[config.mk]
export PLATFORM = sky130hd
export DESIGN_NAME = rwt_regs_flat
export DESIGN_NICKNAME = d
export VERILOG_FILES = /design/src/design/rwt_pkg.sv /design/src/design/rwt_link_if.sv /design/src/design/rwt_regs.sv /design/src/flat_wrapper.sv
export SDC_FILE = /design/constraint.sdc
export NUM_CORES = 1
export LEC_CHECK = 0
export ABC_AREA = 1
export BUFFER_PORTS_ARGS = -buffer_cell sky130_fd_sc_hd__buf_2
export CAP_MARGIN = 10
export CORE_ASPECT_RATIO = 1.4
export CORE_MARGIN = 10
export CORE_UTILIZATION = 40
export DETAILED_ROUTE_END_ITERATION = 10
export GPL_ROUTABILITY_DRIVEN = 0
export PLACE_DENSITY = 0.58
export SYNTH_ARGS = -nofsm -noshare
export SYNTH_HDL_FRONTEND = slang
export SYNTH_SLANG_ARGS = --single-unit
export TNS_END_PERCENT = 10
[constraint.sdc]
create_clock -name clk -period 3 [get_ports clk]
set_input_delay 0.45 -clock clk [delete_from_list [all_inputs] [get_ports clk]]
set_output_delay 0.45 -clock clk [all_outputs]
set_load 0.005 [all_outputs]
[src/design/rwt_pkg.sv]
// package: register map, reset values and field positions of the readout timing register bank
`default_nettype none
package rwt_pkg;
   localparam logic [7:0] ADDR_IDENT = 8'h00;
   localparam logic [7:0] ADDR_FIRST_ROW = 8'h01;
   localparam logic [7:0] ADDR_FIRST_COL = 8'h02;
   localparam logic [7:0] ADDR_WIN_HEIGHT = 8'h03;
   localparam logic [7:0] ADDR_WIN_WIDTH = 8'h04;
   localparam logic [7:0] ADDR_LINE_BLANK = 8'h05;
   localparam logic [7:0] ADDR_FRAME_BLANK = 8'h06;
   localparam logic [7:0] ADDR_OUT_CTRL = 8'h07;
   localparam logic [7:0] ADDR_EXPO_HIGH = 8'h08;
   localparam logic [7:0] ADDR_EXPO_LOW = 8'h09;
   localparam logic [7:0] ADDR_RESTART = 8'h0b;
   localparam logic [7:0] ADDR_READ_MODE = 8'h20;
   localparam logic [7:0] ADDR_TEST_WORD = 8'h32;
   // identification value is arbitrary, chosen only to be recognisable
   localparam logic [15:0] IDENT_VALUE = 16'h5a3c;
   localparam logic [10:0] RST_FIRST_ROW = 11'h014;
   localparam logic [11:0] RST_FIRST_COL = 12'h020;
   localparam logic [10:0] RST_WIN_HEIGHT = 11'h5ff;
   localparam logic [10:0] RST_WIN_WIDTH = 11'h7ff;
   localparam logic [10:0] RST_LINE_BLANK = 11'h08e;
   localparam logic [10:0] RST_FRAME_BLANK = 11'h019;
   localparam logic [15:0] RST_OUT_CTRL = 16'h0002;
   localparam logic [15:0] RST_EXPO_HIGH = 16'h0000;
   localparam logic [15:0] RST_EXPO_LOW = 16'h0619;
   localparam logic [15:0] RST_READ_MODE = 16'h0000;
   localparam logic [9:0] RST_TEST_WORD = 10'h000;
   localparam int OC_HOLD_BIT = 0;
   localparam int OC_ENABLE_BIT = 1;
   localparam int OC_TESTPAT_BIT = 6;
   localparam int RM_ALLFRAMES_BIT = 0;
   localparam int RESTART_BIT = 0;
   localparam logic [15:0] OUT_CTRL_MASK = 16'h0043;
   localparam int PIX_W = 10;
   // host-side command codes
   typedef enum logic [1:0] {RWT_CMD_IDLE, RWT_CMD_WRITE, RWT_CMD_READ} rwt_cmd_t;
endpackage : rwt_pkg
`default_nettype wire

[src/design/rwt_link_if.sv]
// interface: register access link between the host controller and the sensor register bank
`default_nettype none
interface rwt_link_if;
   logic wrStrobe;
   logic rdStrobe;
   logic [7:0] addr;
   logic [15:0] wrData;
   logic [15:0] rdData;
   logic rdValid;
   modport device (input wrStrobe, input rdStrobe, input addr, input wrData, output rdData, output rdValid);
   modport host (output wrStrobe, output rdStrobe, output addr, output wrData, input rdData, input rdValid);
endinterface : rwt_link_if
`default_nettype wire

[src/design/rwt_regs.sv]
// module: sensor readout window and timing register bank with frame timing generator
`default_nettype none
//////////////////////////////////////////////////////////////////////////////
module rwt_regs
   import rwt_pkg::*;
(
   input wire logic clk,
   input wire logic resetn,
   rwt_link_if.device link,
   input wire logic [rwt_pkg::PIX_W-1:0] pixelIn,
   output logic frameValid,
   output logic lineValid,
   output logic [rwt_pkg::PIX_W-1:0] pixelOut,
   output logic analogPowerDown,
   output logic [31:0] exposureRows,
   output logic [10:0] rowAddr,
   output logic [11:0] colAddr
);
   import rwt_pkg::*;

   typedef enum logic [1:0] {RWT_ST_ACTIVE, RWT_ST_HBLANK, RWT_ST_VBLANK} rwt_phase_t;

   // frame-affecting settings, programmed and in use
   typedef struct packed {
      logic [10:0] height;
      logic [10:0] width;
      logic [10:0] lineBlank;
      logic [10:0] frameBlank;
      logic [15:0] expoHigh;
      logic [15:0] expoLow;
   } rwt_frame_cfg_t;

   typedef struct packed {
      logic [10:0] firstRow;
      logic [11:0] firstCol;
      rwt_frame_cfg_t prog;
      rwt_frame_cfg_t live;
      logic [10:0] liveFirstRow;
      logic [11:0] liveFirstCol;
      logic [15:0] outCtrl;
      logic [15:0] readMode;
      logic [9:0] testWord;
      logic restart;
      logic changed;
      logic badFrame;
      rwt_phase_t phase;
      logic [10:0] rowCnt;
      logic [11:0] colCnt; // one bit wider than a size so a blank row of width plus blanking fits
      logic invert;
      logic [15:0] rdData;
      logic rdValid;
      logic frameValid;
      logic lineValid;
      logic [PIX_W-1:0] pixel;
      logic [31:0] expo;
   } rwt_state_t;

   rwt_state_t s_r;
   rwt_state_t s_nxt;

   // widen a narrow field to the read data width, upper bits zero
   function automatic logic [15:0] zext11(input logic [10:0] v);
      return {5'h00, v};
   endfunction

   //////////////////////////////////////////////////////////////////////////////
   always_comb begin
      s_nxt = s_r;
      s_nxt.rdValid = 1'b0;
      // register writes; the bus has no error answer, so unmapped writes vanish
      if (link.wrStrobe) begin
         if (link.addr == ADDR_FIRST_ROW) begin
            s_nxt.firstRow = link.wrData[10:0];
         end else if (link.addr == ADDR_FIRST_COL) begin
            s_nxt.firstCol = link.wrData[11:0];
         end else if (link.addr == ADDR_WIN_HEIGHT) begin
            s_nxt.prog.height = link.wrData[10:0];
         end else if (link.addr == ADDR_WIN_WIDTH) begin
            s_nxt.prog.width = link.wrData[10:0];
         end else if (link.addr == ADDR_LINE_BLANK) begin
            s_nxt.prog.lineBlank = link.wrData[10:0];
         end else if (link.addr == ADDR_FRAME_BLANK) begin
            s_nxt.prog.frameBlank = link.wrData[10:0];
         end else if (link.addr == ADDR_OUT_CTRL) begin
            s_nxt.outCtrl = link.wrData & OUT_CTRL_MASK;
         end else if (link.addr == ADDR_EXPO_HIGH) begin
            s_nxt.prog.expoHigh = link.wrData;
         end else if (link.addr == ADDR_EXPO_LOW) begin
            s_nxt.prog.expoLow = link.wrData;
         end else if (link.addr == ADDR_RESTART) begin
            s_nxt.restart = s_r.restart | link.wrData[RESTART_BIT];
         end else if (link.addr == ADDR_READ_MODE) begin
            s_nxt.readMode = {15'h0000, link.wrData[RM_ALLFRAMES_BIT]};
         end else if (link.addr == ADDR_TEST_WORD) begin
            s_nxt.testWord = link.wrData[PIX_W-1:0];
         end
         // window or line blanking change marks the next frame bad
         if (link.addr >= ADDR_FIRST_ROW && link.addr <= ADDR_LINE_BLANK) begin
            s_nxt.changed = 1'b1;
         end
      end
      // register reads answer one cycle later; identification is constant
      if (link.rdStrobe) begin
         s_nxt.rdValid = 1'b1;
         if (link.addr == ADDR_IDENT) begin
            s_nxt.rdData = IDENT_VALUE;
         end else if (link.addr == ADDR_FIRST_ROW) begin
            s_nxt.rdData = zext11(s_r.firstRow);
         end else if (link.addr == ADDR_FIRST_COL) begin
            s_nxt.rdData = {4'h0, s_r.firstCol};
         end else if (link.addr == ADDR_WIN_HEIGHT) begin
            s_nxt.rdData = zext11(s_r.prog.height);
         end else if (link.addr == ADDR_WIN_WIDTH) begin
            s_nxt.rdData = zext11(s_r.prog.width);
         end else if (link.addr == ADDR_LINE_BLANK) begin
            s_nxt.rdData = zext11(s_r.prog.lineBlank);
         end else if (link.addr == ADDR_FRAME_BLANK) begin
            s_nxt.rdData = zext11(s_r.prog.frameBlank);
         end else if (link.addr == ADDR_OUT_CTRL) begin
            s_nxt.rdData = s_r.outCtrl;
         end else if (link.addr == ADDR_EXPO_HIGH) begin
            s_nxt.rdData = s_r.prog.expoHigh;
         end else if (link.addr == ADDR_EXPO_LOW) begin
            s_nxt.rdData = s_r.prog.expoLow;
         end else if (link.addr == ADDR_RESTART) begin
            s_nxt.rdData = {15'h0000, s_r.restart};
         end else if (link.addr == ADDR_READ_MODE) begin
            s_nxt.rdData = s_r.readMode;
         end else if (link.addr == ADDR_TEST_WORD) begin
            s_nxt.rdData = {6'h00, s_r.testWord};
         end else begin
            s_nxt.rdData = 16'h0000;
         end
      end

      // frame timing; stopped and parked in blanking while disabled
      s_nxt.frameValid = 1'b0;
      s_nxt.lineValid = 1'b0;
      s_nxt.pixel = '0;
      if (!s_r.outCtrl[OC_ENABLE_BIT]) begin
         s_nxt.phase = RWT_ST_VBLANK;
         s_nxt.rowCnt = '0;
         s_nxt.colCnt = '0;
      end else if (s_r.restart) begin
         // abandon the frame; the restart bit drops once this is done
         s_nxt.phase = RWT_ST_ACTIVE;
         s_nxt.rowCnt = '0;
         s_nxt.colCnt = '0;
         s_nxt.invert = 1'b0;
         s_nxt.badFrame = 1'b1;
         if (!(link.wrStrobe && link.addr == ADDR_RESTART && link.wrData[RESTART_BIT])) begin
            s_nxt.restart = 1'b0;
         end
         if (!s_r.outCtrl[OC_HOLD_BIT]) begin
            s_nxt.live = s_r.prog;
            s_nxt.liveFirstRow = s_r.firstRow;
            s_nxt.liveFirstCol = s_r.firstCol;
            // a window write landing in this very cycle still marks the following frame bad
            s_nxt.changed = link.wrStrobe && link.addr >= ADDR_FIRST_ROW && link.addr <= ADDR_LINE_BLANK;
         end
      end else begin
         case (s_r.phase)
            RWT_ST_ACTIVE: begin
               s_nxt.frameValid = 1'b1;
               s_nxt.lineValid = 1'b1;
               s_nxt.invert = ~s_r.invert;
               // test word first, its inverse next, alternating along the line
               if (s_r.outCtrl[OC_TESTPAT_BIT]) begin
                  s_nxt.pixel = s_r.invert ? ~s_r.testWord : s_r.testWord;
               end else begin
                  s_nxt.pixel = pixelIn;
               end
               if (s_r.colCnt == {1'b0, s_r.live.width}) begin
                  s_nxt.colCnt = '0;
                  s_nxt.phase = RWT_ST_HBLANK;
               end else begin
                  s_nxt.colCnt = s_r.colCnt + 12'h001;
               end
            end
            RWT_ST_HBLANK: begin
               s_nxt.frameValid = 1'b1;
               s_nxt.invert = 1'b0;
               if (s_r.colCnt == {1'b0, s_r.live.lineBlank - 11'h001}) begin
                  s_nxt.colCnt = '0;
                  if (s_r.rowCnt == s_r.live.height) begin
                     s_nxt.rowCnt = '0;
                     s_nxt.phase = RWT_ST_VBLANK;
                  end else begin
                     s_nxt.rowCnt = s_r.rowCnt + 11'h001;
                     s_nxt.phase = RWT_ST_ACTIVE;
                  end
               end else begin
                  s_nxt.colCnt = s_r.colCnt + 12'h001;
               end
            end
            default: begin
               // each blank row lasts one full line time; summed at 12 bits so large windows do not wrap
               if (s_r.colCnt == {1'b0, s_r.live.width} + {1'b0, s_r.live.lineBlank}) begin
                  s_nxt.colCnt = '0;
                  if (s_r.rowCnt >= s_r.live.frameBlank) begin
                     // frame boundary: pending settings load unless held
                     s_nxt.rowCnt = '0;
                     s_nxt.phase = RWT_ST_ACTIVE;
                     s_nxt.badFrame = 1'b0;
                     if (!s_r.outCtrl[OC_HOLD_BIT]) begin
                        s_nxt.live = s_r.prog;
                        s_nxt.liveFirstRow = s_r.firstRow;
                        s_nxt.liveFirstCol = s_r.firstCol;
                        s_nxt.badFrame = s_r.changed;
                        s_nxt.changed = link.wrStrobe && link.addr >= ADDR_FIRST_ROW && link.addr <= ADDR_LINE_BLANK;
                     end
                  end else begin
                     s_nxt.rowCnt = s_r.rowCnt + 11'h001;
                  end
               end else begin
                  s_nxt.colCnt = s_r.colCnt + 12'h001;
               end
            end
         endcase
      end
      // bad frames kept off the output unless all frames are wanted
      if (s_r.badFrame && !s_r.readMode[RM_ALLFRAMES_BIT]) begin
         s_nxt.frameValid = 1'b0;
         s_nxt.lineValid = 1'b0;
         s_nxt.pixel = '0;
      end
      s_nxt.expo = {s_r.live.expoHigh, s_r.live.expoLow};
   end

   //////////////////////////////////////////////////////////////////////////////
   // state register; constants only under reset
   always_ff @(posedge clk or negedge resetn) begin
      if (!resetn) begin
         s_r <= '0;
         s_r.firstRow <= RST_FIRST_ROW;
         s_r.firstCol <= RST_FIRST_COL;
         s_r.prog <= {RST_WIN_HEIGHT, RST_WIN_WIDTH, RST_LINE_BLANK, RST_FRAME_BLANK, RST_EXPO_HIGH, RST_EXPO_LOW};
         s_r.live <= {RST_WIN_HEIGHT, RST_WIN_WIDTH, RST_LINE_BLANK, RST_FRAME_BLANK, RST_EXPO_HIGH, RST_EXPO_LOW};
         s_r.liveFirstRow <= RST_FIRST_ROW;
         s_r.liveFirstCol <= RST_FIRST_COL;
         s_r.outCtrl <= RST_OUT_CTRL;
         s_r.readMode <= RST_READ_MODE;
         s_r.testWord <= RST_TEST_WORD;
         s_r.phase <= RWT_ST_VBLANK;
         s_r.expo <= {RST_EXPO_HIGH, RST_EXPO_LOW};
      end else begin
         s_r <= s_nxt;
      end
   end

   //////////////////////////////////////////////////////////////////////////////
   assign link.rdData = s_r.rdData;
   assign link.rdValid = s_r.rdValid;
   assign frameValid = s_r.frameValid;
   assign lineValid = s_r.lineValid;
   assign pixelOut = s_r.pixel;
   assign analogPowerDown = ~s_r.outCtrl[OC_ENABLE_BIT];
   assign exposureRows = s_r.expo;
   assign rowAddr = s_r.liveFirstRow + s_r.rowCnt; // array row being read
   assign colAddr = s_r.liveFirstCol + s_r.colCnt;
endmodule : rwt_regs
`default_nettype wire

[src/flat_wrapper.sv]
// flat-port wrapper written by rule: the top's interface ports become plain ports
module rwt_regs_flat import rwt_pkg::*;
  (clk, resetn, pixelIn, frameValid, lineValid, pixelOut, analogPowerDown, exposureRows, rowAddr, colAddr, link_wrStrobe, link_rdStrobe, link_addr, link_wrData, link_rdData, link_rdValid);
  rwt_link_if link_i ();
  input wire logic clk;
  input wire logic resetn;
  input wire logic [rwt_pkg::PIX_W-1:0] pixelIn;
  output logic frameValid;
  output logic lineValid;
  output logic [rwt_pkg::PIX_W-1:0] pixelOut;
  output logic analogPowerDown;
  output logic [31:0] exposureRows;
  output logic [10:0] rowAddr;
  output logic [11:0] colAddr;
  input wire logic [$bits(link_i.wrStrobe)-1:0] link_wrStrobe;
  input wire logic [$bits(link_i.rdStrobe)-1:0] link_rdStrobe;
  input wire logic [$bits(link_i.addr)-1:0] link_addr;
  input wire logic [$bits(link_i.wrData)-1:0] link_wrData;
  output wire logic [$bits(link_i.rdData)-1:0] link_rdData;
  output wire logic [$bits(link_i.rdValid)-1:0] link_rdValid;
  assign link_i.wrStrobe = link_wrStrobe;
  assign link_i.rdStrobe = link_rdStrobe;
  assign link_i.addr = link_addr;
  assign link_i.wrData = link_wrData;
  assign link_rdData = link_i.rdData;
  assign link_rdValid = link_i.rdValid;
  rwt_regs u_core (.clk(clk), .resetn(resetn), .link(link_i), .pixelIn(pixelIn), .frameValid(frameValid), .lineValid(lineValid), .pixelOut(pixelOut), .analogPowerDown(analogPowerDown), .exposureRows(exposureRows), .rowAddr(rowAddr), .colAddr(colAddr));
endmodule
==> results of run 1 <==
cell families after synthesis:
family,share of synthesized area [%]
AOI/OAI and AO/OA,14.7
xor gates and xnor gates,3.78
adders and majority gates,4.04
muxes,0.0715
buffers and inverters,11.1
and+or+nand+nor,17.7
DFF,48.6
cell type report:
| type | instances | share of cell area, % |
|---|---|---|
| clock inverters | 14 | 0.572 |
| repair buffers | 216 | 9.73 |
| well taps | 522 | 3.47 |
| inverters | 254 | 5.10 |
| clock buffers | 39 | 4.38 |
| flip-flops and latches | 302 | 40.8 |
| multi-input cells | 1189 | 36.0 |
path summary, 6_finish.rpt:
kind | to
max | rowAddr[4]
max reg2reg | u_core.s_nxt[16]
min in group asynchronous | u_core.s_r[261]
min reg2reg | u_core.exposureRows[3]
max in group asynchronous | u_core.s_r[225]
min | u_core.link.rdValid
metal layers:
| metal | vias to the layer above | wire length, um | global-route usage [%] |
|---|---|---|---|
| met5 | - | 0 | 0 |
| met4 | 0 | 2530 | 10.1 |
| met3 | 123 | 1890 | 1.94 |
| met2 | 367 | 26300 | 37.1 |
| met1 | 6300 | 18600 | 21.8 |
| li1 | 6235 | - | - |
placed cells by master (no fill, tap or decap), drive strengths merged, types with 9 or more instances in the layout:
master  count
dfrtp     223
clkinv     14
nand4      20
nand3      59
xnor2      22
nand2     427
o22ai      15
o221ai      9
dfstp      79
a21oi      72
o21ai     271
nor3       22
a221oi      9
nor2      117
xor2       45
ha         46
buf       209
a31oi       9
inv       252
clkbuf     45
repair_timing:
item                                    CTS  global route
cloned                                    9             7
hold buffers                              1             0
hold endpoints to repair                 62             0
pin swaps                                21            20
endpoints found under the setup margin  128           125
buffers inserted                         25             7
resized for setup                        75            87
power groups by stage:
stage	Combinational (uW)	Sequential (uW)	Clock (uW)
floorplan	901	4500	0
global placement	1400	4570	0
detailed placement	1430	4570	0
CTS	1570	4510	3680
global route	1860	4540	3850
finish	1680	4520	3630
state kept, by name (all words and copies together) (netlist names):
name / flops
u_core.pixelOut: 10
u_core.link.rdData: 16
u_core.s_r: 209
u_core.s_nxt: 32
u_core.link.rdValid: 1
u_core.lineValid: 1
u_core.frameValid: 1
u_core.exposureRows: 32
metrics by stage:
step / setup WS (ps) / hold slack (ps) / power [uW]
2_1_floorplan: 164 / 154 / 5410
3_3_place_gp: -58.9 / 357 / 5970
4_1_cts: -133 / 129 / 9760
3_5_place_dp: -123 / 358 / 6000
5_1_grt: -327 / 140 / 10200
6_report: -148 / 131 / 9830
critical path: stages, from the launching register on:
cell,delay [ps]
dfrtp_1,430
ha_2,220
inv_2,40
fa_2,340
o21ai_2,180
buf_4,130
buf_6,80
buf_6,80
buf_6,80
buf_6,80
buf_6,80
buf_6,80
buf_6,80
xor2_1,130
buf_2,130
==> impl_metrics.ini, run 1 <==
[routing]
wire_per_inst_um = 19.4
drtIter0Drc = 1010
drc = 0
ant_nets = 0
route.vias.total = 13025
dr.pass1.iters = 5
drt_wl_total_mm = 49.3
viasPerCell = 5.14

[setup_path]
crit_fanout = 2
r2r_slack_ps = -110
cp-end-kind = primary output
rr_startpoint = u_core.s_r[209]
reg2reg_depth = 19
required_ps = 2550
worstSetupStartpoint = u_core.s_r[144]
crit_type = reg2out
worstPathArrival_ps = 2700
worst_setup_path_start_kind = register

[finish]
utilization_pct = 48.6
fin_cells = 2536
design_area_mm2 = 0.0188
multi_input_area_mm2 = 0.00677
seq_area_mm2 = 0.00766
syn_to_final_growth_pct = 19.4
diodes = 0
fill_cells = 3789
drive_above_1_share_pct = 25.3
nNetsFinal = 2079

[synthesis]
synthArstFlopShare_pct = 100
yosys-top-cells-count = nand2_1 (427), inv_1 (245), dfrtp_1 (223)
synth_cell_types = 52
synthTopCellsByArea = dfrtp_1 (35%), dfstp_2 (13%), nand2_1 (10%), inv_1 (5.8%), o21ai_0 (5.6%)
yosys.area.top_type = dfrtp_1
ys.flop_type = dfrtp_1
yosys.area.top_type_share_pct = 35.4
postSynthNetCount = 1954
syn_avg_cell_area_um2 = 8.43
synth.cell_area_mm2 = 0.0157
yosysSeqAreaShare_pct = 48.6
synth_edf_count = 0
syn_inst = 1867
ys_ff_latch = 302
synthMostInstantiatedCell = nand2_1
yosys_warnings = 0

[timing]
tns_ps = -5800
finalSetupViolations = 90
final.period_utilization_pct = 105
fmax_mhz = 318
grt_setup_unrepaired = yes
drv_slew = 0
fin_crit_ps = 3150
hold_viol_final = 0
relSlewSlack_pct = 54.6
tightest_slew_ps = 680
clock_skew_ps = 29.7
layout_setup_ws_ps = -148

[clocking]
cts_buffer_depth = 3
cts_tree = done
clk_latency_ps = 580
cts_sinks = 302
h-tree-depth = 1
cts_root_buf = clkbuf_16
cts_buffers = 29
cts.clk_slew.worst_paths_ps = 60

[floorplanning]
die_h_um = 255
initial_core_util_pct = 40.7
die_w_um = 188
core_mm2 = 0.0387
dieArea_mm2 = 0.0478
ios = 123
rows = 85

[global_routing]
grt_pass1_wl_mm = 74.4
grt_start_max_net_pins = 86
grt_antenna_before_repair = 0
grt_pass1_vias = 13009
grt-ovfl-total = 0
grtUsageTotal_pct = 19.8

[placed_design]
placed_cell_area_mm2 = 0.0167
place_hpwl_mm = 35.1
dp_cells = 2435
portBuffers = 122

[job]
maxCapViolations = 0

[hold_path]
whs_path_depth = 1
holdCritPathClass = in2reg
holdCritStartpoint = link_rdStrobe

[power]
leakagePower_uw = 0.00885
p_comb_share_pct = 17.1
p_switching_uw = 2800
switching_share_pct = 28.5
power_frac_seq_pct = 46.0
p_per_area_mw_per_mm2 = 523
internal_power_uw = 7030
vdd_ir_drop_max_mv = 0.465
power_frac_clock_pct = 36.9

[run_status]
violations = setup timing
status = finished, violations left
(Power assumes the default switching activity.)
==> run 2: changes to the inputs <==
- CORE_UTILIZATION: 40 -> 45
- PLACE_DENSITY: 0.58 -> 0.64
==> run 2 against run 1 <==
The run still ends with setup timing left. Sequential cell count is the same. Maximum frequency grew 1.2%. Global-route usage grew 1.8 points. Critical path type unchanged. Utilization grew 4.8 points. Sequential power is essentially flat.
==> impl_metrics.ini, run 2 (synthesis results as in run 1) <==
[timing]
drv_slew = 0
hold_viol_final = 0
tightest_slew_ps = 679
clock_skew_ps = 22.3
fmax_mhz = 322
grt_setup_unrepaired = yes
final.period_utilization_pct = 104
layout_setup_ws_ps = -110
fin_crit_ps = 3110
finalSetupViolations = 96
relSlewSlack_pct = 54.6
tns_ps = -4110

[finish]
syn_to_final_growth_pct = 17.8
design_area_mm2 = 0.0185
regMostFlops = u_core.s_r
diodes = 0
final_cell_mix = nand2_1 (394), inv_1 (241), dfrtp_1 (221), o21ai_0 (159), buf_2 (121)
largest_reg_flops = 209
seq_area_mm2 = 0.00766
nNetsFinal = 2064
multi_input_area_mm2 = 0.00673
layout_commonest_cell = nand2_1
fill_cells = 3157
utilization_pct = 53.3
drive_above_1_share_pct = 24.3

[setup_path]
worst_setup_path_start_kind = register
crit_buf_inv = 1
crit_path_cell_trace = ha_4 -> a21oi_2 -> nand2_1 -> nand2_1 -> nand2_1 -> nand2_1 -> a21boi_1 -> o21ai_1 -> nand2_1 -> nand2_1 -> nand2_1 -> a21oi_2 -> xnor2_2 -> buf_2
r2r_slack_ps = -100
crit_fanout = 4
reg2reg_to = u_core.s_r[146]
reg2reg_depth = 19
worstSetupStartpoint = u_core.s_r[146]
crit_type = reg2out
cp-end-kind = primary output
crit_cells = 14
crit_path_frequent_cell = nand2_1
critical-path-max-stage-delay_ps = 590
crit_family = flip-flops
worst_path_max_delay_cell = dfstp_2
worstPathArrival_ps = 2660
required_ps = 2550
rr_startpoint = u_core.s_r[209]
endpoint = rowAddr[9]

[clocking]
cts.clk_slew.worst_paths_ps = 70
h-tree-depth = 1
cts_buffers = 29
clk_latency_ps = 570
cts_buffer_depth = 3
cts_tree = done
cts_sinks = 302
cts_root_buf = clkbuf_16

[floorplanning]
core_mm2 = 0.0348
die_w_um = 178
dieArea_mm2 = 0.0430
ios = 123
rows = 81
die_h_um = 241
initial_core_util_pct = 45.3

[global_routing]
grt_pass1_wl_mm = 72.3
grt_antenna_before_repair = 1
grt_start_max_net_pins = 90
grt_pass1_vias = 12932
grtUsageTotal_pct = 21.6
grt-ovfl-total = 0

[routing]
drtIter0Drc = 1101
drt_wl_total_mm = 48.7
viasPerCell = 5.32
dr.pass1.iters = 7
route.vias.total = 13065
ant_nets = 0
wire_per_inst_um = 19.8
drc = 0

[placed_design]
dp_slack_ps = -107
portBuffers = 122
placed_cell_area_mm2 = 0.0165
place_hpwl_mm = 33.9

[hold_path]
holdCritPathClass = in2reg

[power]
leakagePower_uw = 0.00876
vdd_ir_drop_max_mv = 0.674
p_per_area_mw_per_mm2 = 543
power_uw = 10100

[job]
maxCapViolations = 0

[run_status]
violations = setup timing
status = finished, violations left
run 2: tightest hold or removal path: stages:
cell	delay [ps]
buf_2	70
a21oi_1	50
nor2_1	90
run 2: where the power goes:
group | internal, uW | total [uW] | switching [uW]
Clock | 2340 | 3980 | 1640
Sequential | 4340 | 4510 | 176
Combinational | 600 | 1590 | 989
Total | 7270 | 10100 | 2800
run 2: final cells by class:
type | instances | area share, %
flip-flops and latches | 302 | 41.3
multi-input cells | 1189 | 36.3
repair buffers | 201 | 8.61
inverters | 254 | 5.17
clock buffers | 35 | 4.09
well taps | 456 | 3.08
clock inverters | 19 | 1.46
run 2: repair_timing:
item | 4_1_cts | 5_1_grt
endpoints found under the setup margin | 104 | 129
resized for setup | 42 | 107
hold buffers | 1 | 0
cloned | 3 | 12
hold endpoints to repair | 41 | 0
setup buffers | 15 | 6
pin swaps | 21 | 21
run 2: worst min-delay path by stage:
stage,depth (start not counted),endpoint,startpoint
floorplan,0,u_core.exposureRows[11],resetn
global placement,0,u_core.exposureRows[9],u_core.s_nxt[9]
detailed placement,0,u_core.exposureRows[10],u_core.s_nxt[10]
CTS,3,u_core.pixelOut[9],pixelIn[9]
global route,1,u_core.link.rdValid,link_rdStrobe
finish,3,u_core.pixelOut[9],pixelIn[9]
run 2: per-stage QoR:
stage,hold slack [ps],instances
global route,146,2456
finish,147,2456
global placement,359,2366
CTS,124,2439
detailed placement,358,2366
floorplan,154,1867
run 2: layer usage:
metal,GRT usage [%],routed length (um)
met1,24.7,17800
met5,0,0
met3,2.39,2650
met2,39.0,25300
met4,11.1,2960
